[src/design/serial_port_consts.svh]
// Notes on behaviour
// - In 9-bit frames a ninth bit of 1 marks an address, 0 data.
// - Filter on in 9-bit mode: receive completes only with ninth bit 1.
// - Control bit 7 picks 8-bit (0) or 9-bit (1) frames.
// - Control bit 6 always reads 1; writes to it do nothing.
// - 8-bit mode, bit 5 set: completion needs a stop bit of 1.
// - 9-bit mode, bit 5 set: completion and interrupt need ninth bit 1.
// - Control bit 4 gates reception; 0 disables the receiver.
// - 9-bit mode sends control bit 3 as the ninth bit.
// - Accepted frame copies stop bit (8-bit) or ninth bit into bit 2.
// - Bit 1 sets at stop bit start after a byte; software clears it.
// - Bit 0 sets at stop sampling of an accepted byte; software clears.
// - With interrupts enabled, either completion flag requests an interrupt.
// - Writing the data buffer queues the byte if a slot is free; sending starts once the transmitter is idle.
// - Reading the data buffer returns the receive latch only.
// - 8-bit frame: start, eight data bits LSB first, stop; ten bits.
// - 9-bit frame: start, eight data bits, ninth bit, stop; eleven bits.
// - A frame loads latch and ninth bit only while bit 0 is clear.
// - Bit time is two baud ticks; receive timing restarts at start edge.
`ifndef SERIAL_PORT_CONSTS_SVH
`define SERIAL_PORT_CONSTS_SVH

`define SERIAL_CONTROL_ADDR 8'h98
`define SERIAL_DATA_BUFFER_ADDR 8'h99
`define SERIAL_CONTROL_RESET 8'h40
`define SERIAL_DATA_BUFFER_RESET 8'h00

`define CTRL_FRAME_FORMAT_SELECT 7
`define CTRL_UNUSED_ONE 6
`define CTRL_ADDRESS_FILTER_ENABLE 5
`define CTRL_RECEIVE_GATE 4
`define CTRL_NINTH_TX_BIT 3
`define CTRL_NINTH_RX_BIT 2
`define CTRL_TX_DONE_FLAG 1
`define CTRL_RX_DONE_FLAG 0

`define LAST_DATA_BIT 3'h7
`define BUFFER_FULL_COUNT 2'h2

`endif

[src/design/serial_port_pkg.sv]
`default_nettype none

package serial_port_pkg;

  typedef enum logic [2:0] {
    TX_IDLE = 3'h0,
    TX_START = 3'h1,
    TX_DATA = 3'h3,
    TX_NINTH = 3'h2,
    TX_STOP = 3'h6
  } tx_state_type;

  typedef enum logic [2:0] {
    RX_IDLE = 3'h0,
    RX_START = 3'h1,
    RX_DATA = 3'h3,
    RX_NINTH = 3'h2,
    RX_STOP = 3'h6
  } rx_state_type;

  typedef struct packed {
    logic [7:0] slot0;
    logic [7:0] slot1;
    logic [1:0] count;
  } buffer_state_type;

  typedef struct packed {
    logic rx_s1;
    logic rx_s2;
    logic rx_s3;
    logic rx_level;
    logic prev_level;
    logic frame_format_select;
    logic address_filter_enable;
    logic receive_gate;
    logic ninth_tx_bit;
    logic ninth_rx_bit;
    logic tx_done_flag;
    logic rx_done_flag;
    logic [7:0] rx_latch;
    logic [7:0] rdata;
    tx_state_type tx_state;
    logic [7:0] tx_shift;
    logic [2:0] tx_cnt;
    logic tx_half;
    logic tx_line;
    rx_state_type rx_state;
    logic [7:0] rx_shift;
    logic [2:0] rx_cnt;
    logic rx_phase;
    logic rx_ninth;
  } port_state_type;

endpackage

`default_nettype wire

[src/design/two_entry_buffer.sv]
`timescale 1ns/1ps
`default_nettype none
`include "serial_port_consts.svh"

module two_entry_buffer (
  // Clock and reset
  input wire logic clk,
  input wire logic rst_n,
  // Filling side
  input wire logic in_valid,
  output logic in_ready,
  input wire logic [7:0] in_data,
  // Draining side
  output logic out_valid,
  input wire logic out_ready,
  output logic [7:0] out_data
);

  serial_port_pkg::buffer_state_type s;
  serial_port_pkg::buffer_state_type next_s;
  logic push;
  logic pop;

  assign in_ready = (s.count != `BUFFER_FULL_COUNT);
  assign out_valid = (s.count != 2'h0);
  assign out_data = s.slot0;
  assign push = in_valid & in_ready;
  assign pop = out_valid & out_ready;

  always_comb begin
    next_s = s;
    if (push && pop) begin
      if (s.count == 2'h1) begin
        next_s.slot0 = in_data;
      end else begin
        next_s.slot0 = s.slot1;
        next_s.slot1 = in_data;
      end
    end else if (pop) begin
      next_s.slot0 = s.slot1;
      next_s.count = s.count - 2'h1;
    end else if (push) begin
      if (s.count == 2'h0) begin
        next_s.slot0 = in_data;
      end else begin
        next_s.slot1 = in_data;
      end
      next_s.count = s.count + 2'h1;
    end
  end

  always_ff @(posedge clk) begin
    if (!rst_n) begin
      s <= '0;
    end else begin
      s <= next_s;
    end
  end

endmodule
`default_nettype wire

[src/design/serial_port_zero.sv]
`timescale 1ns/1ps
`default_nettype none
`include "serial_port_consts.svh"

module serial_port_zero (
  // Clock and reset
  input wire logic clk,
  input wire logic rst_n,
  // Special function register port
  input wire logic [7:0] reg_addr,
  input wire logic reg_wr,
  input wire logic reg_rd,
  input wire logic [7:0] reg_wdata,
  output logic [7:0] reg_rdata,
  output logic tx_buffer_ready,
  // Baud timer overflow
  input wire logic baud_tick,
  // Serial line
  input wire logic serial_rx_line,
  output logic serial_tx_line,
  // Interrupt
  input wire logic serial_int_enable,
  output logic serial_irq
);

  serial_port_pkg::port_state_type s;
  serial_port_pkg::port_state_type next_s;
  logic ctrl_wr;
  logic data_wr;
  logic tx_pop;
  logic tx_avail;
  logic [7:0] tx_word;
  logic tx_advance;
  logic rx_sample;
  logic rx_start_edge;
  logic rx_accept;
  logic rx_captured_bit;
  logic set_ti;
  logic [7:0] ctrl_view;

  assign ctrl_wr = reg_wr && (reg_addr == `SERIAL_CONTROL_ADDR);
  assign data_wr = reg_wr && (reg_addr == `SERIAL_DATA_BUFFER_ADDR);

  // Two more bytes may be queued while one is on the line, so writes
  // during transmission are not lost; a fourth write is refused.
  two_entry_buffer tx_buffer (
    .clk(clk),
    .rst_n(rst_n),
    .in_valid(data_wr),
    .in_ready(tx_buffer_ready),
    .in_data(reg_wdata),
    .out_valid(tx_avail),
    .out_ready(tx_pop),
    .out_data(tx_word)
  );

  assign tx_pop = (s.tx_state == serial_port_pkg::TX_IDLE);
  assign tx_advance = baud_tick && s.tx_half;
  // The receive phase restarts at the start edge, so the first sample
  // falls one tick, half a bit, into the start bit.
  assign rx_sample = baud_tick && !s.rx_phase;
  assign rx_start_edge = s.receive_gate && s.prev_level && !s.rx_level;
  assign rx_captured_bit = s.frame_format_select ? s.rx_ninth
                                                 : s.rx_level;
  assign rx_accept = (s.rx_state == serial_port_pkg::RX_STOP) && rx_sample
                     && !s.rx_done_flag
                     && (!s.address_filter_enable
                         || rx_captured_bit);
  assign set_ti = tx_advance && (((s.tx_state == serial_port_pkg::TX_DATA)
                  && (s.tx_cnt == `LAST_DATA_BIT) && !s.frame_format_select)
                  || (s.tx_state == serial_port_pkg::TX_NINTH));

  assign ctrl_view = {s.frame_format_select, 1'h1,
                      s.address_filter_enable, s.receive_gate,
                      s.ninth_tx_bit, s.ninth_rx_bit,
                      s.tx_done_flag, s.rx_done_flag};

  assign reg_rdata = s.rdata;
  assign serial_tx_line = s.tx_line;
  assign serial_irq = serial_int_enable
                      && (s.tx_done_flag || s.rx_done_flag);

  always_comb begin
    next_s = s;
    // Three-stage pin synchroniser; a level counts once the last two stages agree.
    next_s.rx_s1 = serial_rx_line;
    next_s.rx_s2 = s.rx_s1;
    next_s.rx_s3 = s.rx_s2;
    if (s.rx_s2 == s.rx_s3) begin
      next_s.rx_level = s.rx_s3;
    end
    next_s.prev_level = s.rx_level;

    // Transmitter: each bit after the start bit lasts two baud ticks.
    if (baud_tick && s.tx_state != serial_port_pkg::TX_IDLE) begin
      next_s.tx_half = !s.tx_half;
    end
    case (s.tx_state)
      serial_port_pkg::TX_IDLE: begin
        if (tx_avail) begin
          next_s.tx_shift = tx_word;
          next_s.tx_state = serial_port_pkg::TX_START;
          next_s.tx_line = 1'h0;
          next_s.tx_half = 1'h0;
        end
      end
      serial_port_pkg::TX_START: begin
        if (tx_advance) begin
          next_s.tx_state = serial_port_pkg::TX_DATA;
          next_s.tx_line = s.tx_shift[0];
          next_s.tx_cnt = 3'h0;
        end
      end
      serial_port_pkg::TX_DATA: begin
        if (tx_advance) begin
          if (s.tx_cnt == `LAST_DATA_BIT) begin
            if (s.frame_format_select) begin
              next_s.tx_state = serial_port_pkg::TX_NINTH;
              next_s.tx_line = s.ninth_tx_bit;
            end else begin
              next_s.tx_state = serial_port_pkg::TX_STOP;
              next_s.tx_line = 1'h1;
            end
          end else begin
            next_s.tx_shift = {1'h0, s.tx_shift[7:1]};
            next_s.tx_line = s.tx_shift[1];
            next_s.tx_cnt = s.tx_cnt + 3'h1;
          end
        end
      end
      serial_port_pkg::TX_NINTH: begin
        if (tx_advance) begin
          next_s.tx_state = serial_port_pkg::TX_STOP;
          next_s.tx_line = 1'h1;
        end
      end
      serial_port_pkg::TX_STOP: begin
        if (tx_advance) begin
          next_s.tx_state = serial_port_pkg::TX_IDLE;
        end
      end
      default: begin
        next_s.tx_state = serial_port_pkg::TX_IDLE;
        next_s.tx_line = 1'h1;
      end
    endcase

    // Receiver: samples at mid-bit, every second tick after the edge.
    if (baud_tick && s.rx_state != serial_port_pkg::RX_IDLE) begin
      next_s.rx_phase = !s.rx_phase;
    end
    case (s.rx_state)
      serial_port_pkg::RX_IDLE: begin
        if (rx_start_edge) begin
          next_s.rx_state = serial_port_pkg::RX_START;
          next_s.rx_phase = 1'h0;
        end
      end
      serial_port_pkg::RX_START: begin
        if (rx_sample) begin
          // A start bit that is high again at mid-bit was a glitch.
          if (s.rx_level) begin
            next_s.rx_state = serial_port_pkg::RX_IDLE;
          end else begin
            next_s.rx_state = serial_port_pkg::RX_DATA;
            next_s.rx_cnt = 3'h0;
          end
        end
      end
      serial_port_pkg::RX_DATA: begin
        if (rx_sample) begin
          next_s.rx_shift = {s.rx_level, s.rx_shift[7:1]};
          next_s.rx_cnt = s.rx_cnt + 3'h1;
          if (s.rx_cnt == `LAST_DATA_BIT) begin
            next_s.rx_state = s.frame_format_select
                              ? serial_port_pkg::RX_NINTH
                              : serial_port_pkg::RX_STOP;
          end
        end
      end
      serial_port_pkg::RX_NINTH: begin
        if (rx_sample) begin
          next_s.rx_ninth = s.rx_level;
          next_s.rx_state = serial_port_pkg::RX_STOP;
        end
      end
      serial_port_pkg::RX_STOP: begin
        if (rx_sample) begin
          next_s.rx_state = serial_port_pkg::RX_IDLE;
        end
      end
      default: begin
        next_s.rx_state = serial_port_pkg::RX_IDLE;
      end
    endcase

    // Software writes first, so a hardware set in the same cycle wins.
    if (ctrl_wr) begin
      next_s.frame_format_select =
        reg_wdata[`CTRL_FRAME_FORMAT_SELECT];
      next_s.address_filter_enable = reg_wdata[`CTRL_ADDRESS_FILTER_ENABLE];
      next_s.receive_gate = reg_wdata[`CTRL_RECEIVE_GATE];
      next_s.ninth_tx_bit = reg_wdata[`CTRL_NINTH_TX_BIT];
      next_s.ninth_rx_bit = reg_wdata[`CTRL_NINTH_RX_BIT];
      next_s.tx_done_flag = reg_wdata[`CTRL_TX_DONE_FLAG];
      next_s.rx_done_flag = reg_wdata[`CTRL_RX_DONE_FLAG];
    end
    if (set_ti) begin
      next_s.tx_done_flag = 1'h1;
    end
    if (rx_accept) begin
      next_s.rx_done_flag = 1'h1;
      next_s.rx_latch = s.rx_shift;
      next_s.ninth_rx_bit = rx_captured_bit;
    end

    if (reg_rd) begin
      if (reg_addr == `SERIAL_CONTROL_ADDR) begin
        next_s.rdata = ctrl_view;
      end else if (reg_addr == `SERIAL_DATA_BUFFER_ADDR) begin
        next_s.rdata = s.rx_latch;
      end else begin
        next_s.rdata = 8'h00;
      end
    end
  end

  always_ff @(posedge clk) begin
    if (!rst_n) begin
      s <= '0;
      s.rx_s1 <= 1'h1;
      s.rx_s2 <= 1'h1;
      s.rx_s3 <= 1'h1;
      s.rx_level <= 1'h1;
      s.prev_level <= 1'h1;
      s.tx_line <= 1'h1;
      s.rx_latch <= `SERIAL_DATA_BUFFER_RESET;
    end else begin
      s <= next_s;
    end
  end
endmodule
`default_nettype wire

[config.mk]
export PLATFORM = sky130hd
export DESIGN_NAME = serial_port_zero
export DESIGN_NICKNAME = d
export VERILOG_FILES = /design/src/design/serial_port_pkg.sv /design/src/design/two_entry_buffer.sv /design/src/design/serial_port_zero.sv
export VERILOG_INCLUDE_DIRS = /design/src /design/src/design
export SDC_FILE = /design/constraint.sdc
export NUM_CORES = 1
export LEC_CHECK = 0
export BUFFER_PORTS_ARGS = -buffer_cell sky130_fd_sc_hd__buf_2
export CAP_MARGIN = 25
export CELL_PAD_IN_SITES_DETAIL_PLACEMENT = 0
export CELL_PAD_IN_SITES_GLOBAL_PLACEMENT = 1
export CORE_UTILIZATION = 30
export DETAILED_ROUTE_END_ITERATION = 12
export PLACE_DENSITY = 0.54
export SLEW_MARGIN = 20
export SYNTH_ARGS = -nofsm -noshare
export SYNTH_HDL_FRONTEND = slang
export SYNTH_HIERARCHICAL = 1
export SYNTH_SLANG_ARGS = --single-unit
[constraint.sdc]
create_clock -name clk -period 8.15 [get_ports clk]
set_clock_uncertainty 0.05 [all_clocks]
set_input_delay 1.63 -clock clk [delete_from_list [all_inputs] [get_ports clk]]
set_output_delay 1.63 -clock clk [all_outputs]
set_load 0.005 [all_outputs]
==> PnR_summary.wiki, run 1 <==
{| class="wikitable"
! Metric !! Value
|-
| Synthesized flop and latch total || 78
|-
| Post-synthesis instance total || 443
|-
| Worst EP required || 8.37 ns
|-
| Share of cells above drive strength 1 || 0.152
|-
| Most area-consuming cells after synthesis || dfxtp_1, mux2i_1, a21oi_1, nand2_1, buf_4
|-
| Run status || finished, final reports clean
|-
| Number of detailed-route iterations in the first pass || 4
|-
| Data arrival at the endpoint of the critical path || 4.09 ns
|-
| Leading cell type in the layout, fill and taps excluded || dfxtp_1
|-
| Initial antenna violation count || 0
|-
| Post-synth EDFFs || 0
|-
| Most used flip-flop cell after synthesis || dfxtp_1
|-
| Number of DRC markers after the initial detailed-route iteration || 174
|-
| Maximum clock insertion buffer count || 2
|-
| Max Fclk || 258 MHz
|-
| Core Box Area || 12600 um2
|-
| Fraction of registers with async set or reset after synthesis || 0
|-
| Post-route ant nets || 0
|-
| Peak supply drop || 0.117 mV
|-
| Syn avg cell area || 8.71 um2
|-
| Yosys warning count || 6
|-
| Die boundary width || 115 um
|-
| Net count reported at finish || 475
|-
| Relative slew slack || 0.353
|-
| # port buffers || 33
|-
| Detailed-route DRC error count || 0
|-
| Leading cell types in the layout, fill and taps excluded || dfxtp_1, nand2_1, a21oi_1
|-
| Beginning of the worst register-to-register path || s[31]$_SDFFE_PN0P_
|-
| Non-filler cells, final || 619
|-
| Number of H-tree levels || 3
|-
| First-pass GRT wire length || 14.8 mm
|-
| Cells resized by post-CTS repair || 0
|-
| Routability congestion estimate from global placement || 0.744
|-
| Worst Reg-to-Reg Cells || 6
|-
| Total die area || 13300 um2
|-
| Final setup violation count || 0
|-
| Worst setup path category || in2reg
|-
| Net count after synthesis || 476
|-
| Layout overhead on the synthesized area || 10.7%
|-
| Die Span Y || 115 um
|-
| Netlist cell types || 54
|-
| Setup TNS || 0 ns
|-
| Global-route usage over all layers || 0.147
|-
| Final cell utilization of the core || 0.340
|-
| Slew at the pin closest to its max-slew limit || 0.968 ns
|-
| Terminating pin of the worst hold path || next_s[57]$_SDFF_PN1_
|-
| Hold path start || next_s[58]$_SDFF_PN1_
|-
| Hold Path Cell Cnt || 1
|-
| Number of top-level pins || 34
|-
| Share of the clock period used by the worst path after layout || 0.476
|-
| Final Slew Violations || 0
|-
| Grt ovf || 0
|-
| Number of cells in the design after placement || 603
|-
| Netlist Area Pre-Place || 3860 um2
|-
| Maximum fanout along the worst path || 9
|-
| Clock-pin transition on the worst setup and hold timing paths || 0.06 ns
|-
| Register area share after synthesis || 0.405
|-
| Total length of routed wires || 8.79 mm
|-
| Clock tree from TritonCTS || done
|-
| Top cell type's share of synthesized area || 0.405
|-
| Number of hold violations in the final report || 0
|-
| WL per Instance || 14.2 um
|-
| Power per unit of standard cell area || 253 nW/um2
|-
| Count of maximum capacitance violations || 0
|-
| Leakage power figure || 1.62 nW
|-
| Terminus of the critical flop-to-flop path || tx_buffer/s[2]$_SDFFE_PN0P_
|-
| Clock latency reported for the late side of the worst-skew pair || 0.34 ns
|-
| Number of buffers added to fix hold violations after cts || 0
|-
| Number of clock sinks || 78
|-
| Clock buffers created by TritonCTS || 9
|-
| Setup slack of the most critical reg-to-reg path || 4.60 ns
|-
| Min Clock Period, post-route || 3.88 ns
|-
| Starting density of the core || 0.307
|-
| Count of filler cells inserted in the layout || 1335
|-
| Min-delay worst type || reg2reg
|-
| Type of element capturing the critical path || flip-flop
|-
| Via count of the first global-routing pass || 2898
|-
| Pin count of the biggest net entering global routing || 50
|-
| Library cell used as clock root buffer || clkbuf_16
|-
| Post-DP HPWL || 6.16 mm
|-
| Synth area leader || dfxtp_1
|-
| Kind of start point of the critical path || input pin
|-
| Post-CTS setup buffer count || 0
|-
| Unrepaired setup endpoints after global routing || no
|-
| Row cnt || 41
|-
| Antenna cells || 0
|-
| Average vias per placed instance || 4.90
|-
| Vias || 3032
|}
-- flip-flops by register name, indices dropped and copies added, names as in the netlist --
signal and cells:
s 41, reg_rdata 8, serial_tx_line 1, next_s 3
tx_buffer/s 10, ctrl_view 7, tx_buffer/out_data 8
-- critical path, cell delays in order --
cell	delay, ns
buf_2	0.10
nor3b_1	0.22
nor2b_1	0.51
and3_1	0.28
nand2_1	0.09
inv_1	0.06
ha_1	0.21
or2b_1	0.38
a21oi_4	0.38
mux2i_1	0.23
-- routing by layer --
layer	routed length [um]	track usage	vias to the layer above	share of wire
met5	0	0	-	0
met4	63	0.0416	0	0.0072
met3	289	0.0522	5	0.033
met2	4320	0.238	36	0.49
met1	4120	0.183	1452	0.47
li1	-	-	1539	-
-- cell type report --
type | count | area (um2) | share of cell area
Timing Repair Buffer | 34 | 173 | 0.0404
Clock buffer | 11 | 243 | 0.0569
Inverter | 12 | 45.0 | 0.0106
Clock inverter | 5 | 33.8 | 0.00791
Sequential cell | 78 | 1560 | 0.366
Multi-Input combinational cell | 307 | 2000 | 0.468
Tap cell | 172 | 215 | 0.0504
-- report_power, final --
group          switching (W)  total [W]  internal (W)
Combinational       0.000138   0.000245      0.000107
Sequential         0.0000389   0.000456      0.000417
Clock               0.000163   0.000377      0.000215
-- kinds of logic (layout without fill, tap and decap cells) --
kind of cell,count (synthesis),after routing,share of synthesized area
compound gates,103,103,0.169
flops,78,78,0.405
buf+inv,58,62,0.0788
mux,39,39,0.104
xor+xnor,2,2,0.00454
simple gates,153,153,0.206
fa+ha+maj,10,10,0.0324
-- worst max path at each step --
stage,slack [ns],depth (start not counted),from,endpoint
after global routing,4.00,10,reg_addr[5],tx_buffer/s[2]$_SDFFE_PN0P_
after CTS,4.30,10,reg_addr[5],tx_buffer/s[9]$_SDFFE_PN0P_
after global placement,4.05,10,reg_addr[5],tx_buffer/s[7]$_SDFFE_PN0P_
after floorplan,4.40,11,reg_addr[5],tx_buffer/s[2]$_SDFFE_PN0P_
after detailed placement,3.95,10,reg_addr[5],tx_buffer/s[9]$_SDFFE_PN0P_
final,4.27,10,reg_addr[5],tx_buffer/s[2]$_SDFFE_PN0P_
-- cell usage after synthesis, types with 2 or more instances --
master	instances
and2_1	2
nand3b_1	3
dfxtp_1	78
nor3_1	6
a31oi_1	9
mux2i_1	31
clkbuf_1	17
or3_1	13
a22oi_1	2
buf_2	8
nor3b_1	4
nor2_1	25
o311a_1	2
buf_4	18
a2bb2oi_1	2
o211ai_1	4
nand2_1	42
nand2b_1	15
nand4_1	2
o21ai_0	20
o31ai_1	9
a31o_2	2
a211oi_1	2
nor2b_1	8
ha_1	10
inv_1	12
or2_2	2
a21oi_1	41
o21a_1	2
mux2_2	8
nand3_1	21
-- through the flow --
stage / hold WS [ns] / setup WS [ns] / area, um2 / total power [W]
6_report: 0.365 / 4.27 / 4270 / 0.00108
5_1_grt: 0.411 / 4.00 / 4270 / 0.00115
4_1_cts: 0.370 / 4.30 / 4260 / 0.00109
3_5_place_dp: 0.348 / 3.95 / 3990 / 0.000709
3_3_place_gp: 0.351 / 4.05 / 3990 / 0.000711
2_1_floorplan: 0.336 / 4.40 / 3860 / 0.000669
No activity file was read; power rests on OpenSTA's default activity.
==> inputs of run 2 (changes only) <==
==> constraint.sdc (replaced) <==
create_clock -name clk -period 4.1 [get_ports clk]
set_clock_uncertainty 0.05 [all_clocks]
set_input_delay 0.82 -clock clk [delete_from_list [all_inputs] [get_ports clk]]
set_output_delay 0.82 -clock clk [all_outputs]
set_load 0.005 [all_outputs]
==> run 2 against run 1 <==
Against the previous run:
- largest power group unchanged
- combinational power rose by 100%
- hold slack improved by 0.00087 ns
- design area rose by 0.73%
- largest cell class unchanged
- highest routed layer unchanged
- cell count rose by 0.65%
- count of clock-buffer cells in the layout did not move
==> PnR_summary.wiki, run 2 (same netlist as run 1, synthesis figures left out) <==
{| class="wikitable"
! Metric !! Value
|-
| Run status || finished, final reports clean (unchanged)
|-
| Clock-pin transition on the worst setup and hold timing paths || 0.06 ns (about the same)
|-
| Share of cells above drive strength 1 || 0.160 (was 0.152)
|-
| Number of detailed-route iterations in the first pass || 4 (unchanged)
|-
| First-pass GRT wire length || 14.9 mm (was 14.8 mm)
|-
| Number of clock sinks || 78 (unchanged)
|-
| Peak supply drop || 0.225 mV (was 0.117 mV)
|-
| Power per unit of standard cell area || 504 nW/um2 (was 253 nW/um2)
|-
| WL per Instance || 14.3 um (was 14.2 um)
|-
| Combinational cell fraction of total power || 0.230 (was 0.227)
|-
| Flop pwr share || 0.419 (was 0.423)
|-
| Die boundary width || 115 um (unchanged)
|-
| Share of the clock period used by the worst path after layout || 0.704
|-
| Worst setup path category || reg2reg (was in2reg)
|-
| Initial antenna violation count || 0 (unchanged)
|-
| Post-CTS setup buffer count || 0 (unchanged)
|-
| Via count of the first global-routing pass || 2988 (was 2898)
|-
| Grt ovf || 0 (unchanged)
|-
| Data arrival at the endpoint of the critical path || 3.11 ns (was 4.09 ns)
|-
| Final Worst Setup Slack || 1.21 ns (was 4.27 ns)
|-
| Worst EP required || 4.32 ns (was 8.37 ns)
|-
| Min-delay worst type || reg2reg (unchanged)
|-
| Setup TNS || 0 ns (unchanged)
|-
| Maximum fanout along the worst path || 28 (was 9)
|-
| Leading cell type in the layout, fill and taps excluded || dfxtp_1 (unchanged)
|-
| Final setup violation count || 0 (unchanged)
|-
| Average vias per placed instance || 4.86 (was 4.90)
|-
| Core Box Area || 12600 um2 (unchanged)
|-
| Hold path start || next_s[58]$_SDFF_PN1_ (unchanged)
|-
| Number of DRC markers after the initial detailed-route iteration || 139 (was 174)
|-
| Relative slew slack || 0.375 (was 0.353)
|-
| Beginning of the worst register-to-register path || s[31]$_SDFFE_PN0P_ (unchanged)
|-
| Pin count of the biggest net entering global routing || 50 (unchanged)
|-
| Library cell used as clock root buffer || clkbuf_16 (unchanged)
|-
| Max Fclk || 346 MHz
|-
| Count of filler cells inserted in the layout || 1354 (was 1335)
|-
| Total length of routed wires || 8.88 mm (was 8.79 mm)
|-
| Antenna cells || 0 (unchanged)
|-
| Leading cell types in the layout, fill and taps excluded || dfxtp_1, nand2_1, a21oi_1 (unchanged)
|-
| Setup slack of the most critical reg-to-reg path || 1.21 ns (was 4.60 ns)
|-
| Final Slew Violations || 0 (unchanged)
|-
| Number of buffers added to fix hold violations after cts || 0 (unchanged)
|-
| Largest register by flop count || s (unchanged)
|-
| Post-DP HPWL || 6.19 mm (was 6.16 mm)
|-
| Worst Reg-to-Reg Cells || 8 (was 6)
|-
| Total die area || 13300 um2 (unchanged)
|-
| Count of maximum capacitance violations || 0 (unchanged)
|-
| Number of top-level pins || 34 (unchanged)
|-
| Clock latency reported for the late side of the worst-skew pair || 0.34 ns (about the same)
|-
| Number of cells in the design after placement || 606 (was 603)
|-
| Slew at the pin closest to its max-slew limit || 0.938 ns (was 0.968 ns)
|-
| Detailed-route DRC error count || 0 (unchanged)
|-
| Max reg flops || 41 (unchanged)
|-
| Row cnt || 41 (unchanged)
|-
| Terminating pin of the worst hold path || next_s[57]$_SDFF_PN1_ (unchanged)
|-
| Type of element capturing the critical path || flip-flop (unchanged)
|-
| Net count reported at finish || 479 (was 475)
|-
| # port buffers || 33 (unchanged)
|-
| Global-route usage over all layers || 0.148 (was 0.147)
|-
| Largest registers || s (41), tx_buffer/s (10) (unchanged)
|-
| Clock buffers created by TritonCTS || 9 (unchanged)
|-
| Terminus of the critical flop-to-flop path || tx_buffer/s[6]$_SDFFE_PN0P_ (was tx_buffer/s[2]$_SDFFE_PN0P_)
|-
| Area of the multi-input gates || 1990 um2 (was 2000 um2)
|-
| Non-filler cells, final || 623 (was 619)
|-
| Sw power || 0.000672 W (was 0.000340 W)
|-
| Final cell utilization of the core || 0.342 (was 0.340)
|-
| Worst slack at placement || 0.926 ns (was 3.95 ns)
|-
| Kind of start point of the critical path || flip-flop (was input pin)
|-
| Internal power component || 0.00149 W (was 0.000739 W)
|-
| Leakage power figure || 1.65 nW (was 1.62 nW)
|-
| Layout overhead on the synthesized area || 11.5% (was 10.7%)
|-
| Routability congestion estimate from global placement || 0.738 (was 0.744)
|-
| Number of H-tree levels || 3 (unchanged)
|-
| Fraction of power consumed by the clock network || 0.351 (was 0.350)
|-
| Sequential standard cell area || 1560 um2 (unchanged)
|-
| Min Clock Period, post-route || 2.89 ns
|-
| Starting density of the core || 0.307 (unchanged)
|-
| Cells resized by post-CTS repair || 0 (unchanged)
|-
| Hold Path Cell Cnt || 1 (unchanged)
|-
| Maximum clock insertion buffer count || 2 (unchanged)
|-
| Vias || 3028 (was 3032)
|-
| Worst hold slack || 0.366 ns (was 0.365 ns)
|-
| Unrepaired setup endpoints after global routing || no (unchanged)
|-
| Number of hold violations in the final report || 0 (unchanged)
|-
| Net switching share of the total power || 0.310 (was 0.315)
|-
| Die Span Y || 115 um (unchanged)
|-
| Clock tree from TritonCTS || done (unchanged)
|-
| Post-route ant nets || 0 (unchanged)
|}
-- run 2: changes by cell type in the layout (fill, tap and decap cells not counted) --
cell / change
clkinv_2: +1
a2bb2oi_2: -1
clkbuf_4: +1
clkbuf_8: +1
clkbuf_1: -1
a2bb2oi_1: +1
buf_4: +3
clkinvlp_4: -1
-- run 2: layer usage --
layer	share of wire	global-route usage	routed length, um
met3	0.037	0.0511	333
met1	0.48	0.178	4220
met4	0.010	0.0450	89
met2	0.48	0.247	4240
met5	0	0	0
-- run 2: through the flow --
step                      instance area, um2  total power, W
final                                   4300         0.00217
after global routing                    4300         0.00232
after CTS                               4290         0.00220
after detailed placement                4010         0.00142
after floorplan                         3860         0.00133
after global placement                  4010         0.00142
-- run 2: how the worst max path moves through the flow --
stage                                        endpoint  slack (ns)                from
final                     tx_buffer/s[6]$_SDFFE_PN0P_        1.21  s[31]$_SDFFE_PN0P_
after CTS                 tx_buffer/s[6]$_SDFFE_PN0P_        1.21  s[31]$_SDFFE_PN0P_
after detailed placement  tx_buffer/s[6]$_SDFFE_PN0P_        0.93         reg_addr[5]
after global placement    tx_buffer/s[7]$_SDFFE_PN0P_        1.02         reg_addr[4]
after global routing      tx_buffer/s[9]$_SDFFE_PN0P_        0.92  s[31]$_SDFFE_PN0P_
after floorplan           tx_buffer/s[2]$_SDFFE_PN0P_        1.16         reg_addr[5]
-- run 2: area by class of cell --
type                            instances  area share
Timing Repair Buffer                   38      0.0471
Clock inverter                          5     0.00727
Clock buffer                           11      0.0588
Tap cell                              172      0.0500
Inverter                               12      0.0105
Multi-Input combinational cell        307       0.463
Sequential cell                        78       0.363
-- run 2: worst max-delay path, cell delays in order (launching register included) --
cell     delay, ns
dfxtp_1       0.30
buf_4         0.20
nor3_1        0.58
nor2b_1       0.22
buf_4         0.21
ha_1          0.24
or2b_1        0.39
a21oi_4       0.38
mux2i_1       0.23
-- run 2: power by group through the flow --
stage | Combinational [W] | Sequential, W | Clock, W
3_5_place_dp | 0.000492 | 0.000924 | 0
5_1_grt | 0.000566 | 0.000919 | 0.000830
2_1_floorplan | 0.000446 | 0.000883 | 0
6_report | 0.000497 | 0.000907 | 0.000761
4_1_cts | 0.000494 | 0.000907 | 0.000796
3_3_place_gp | 0.000494 | 0.000923 | 0
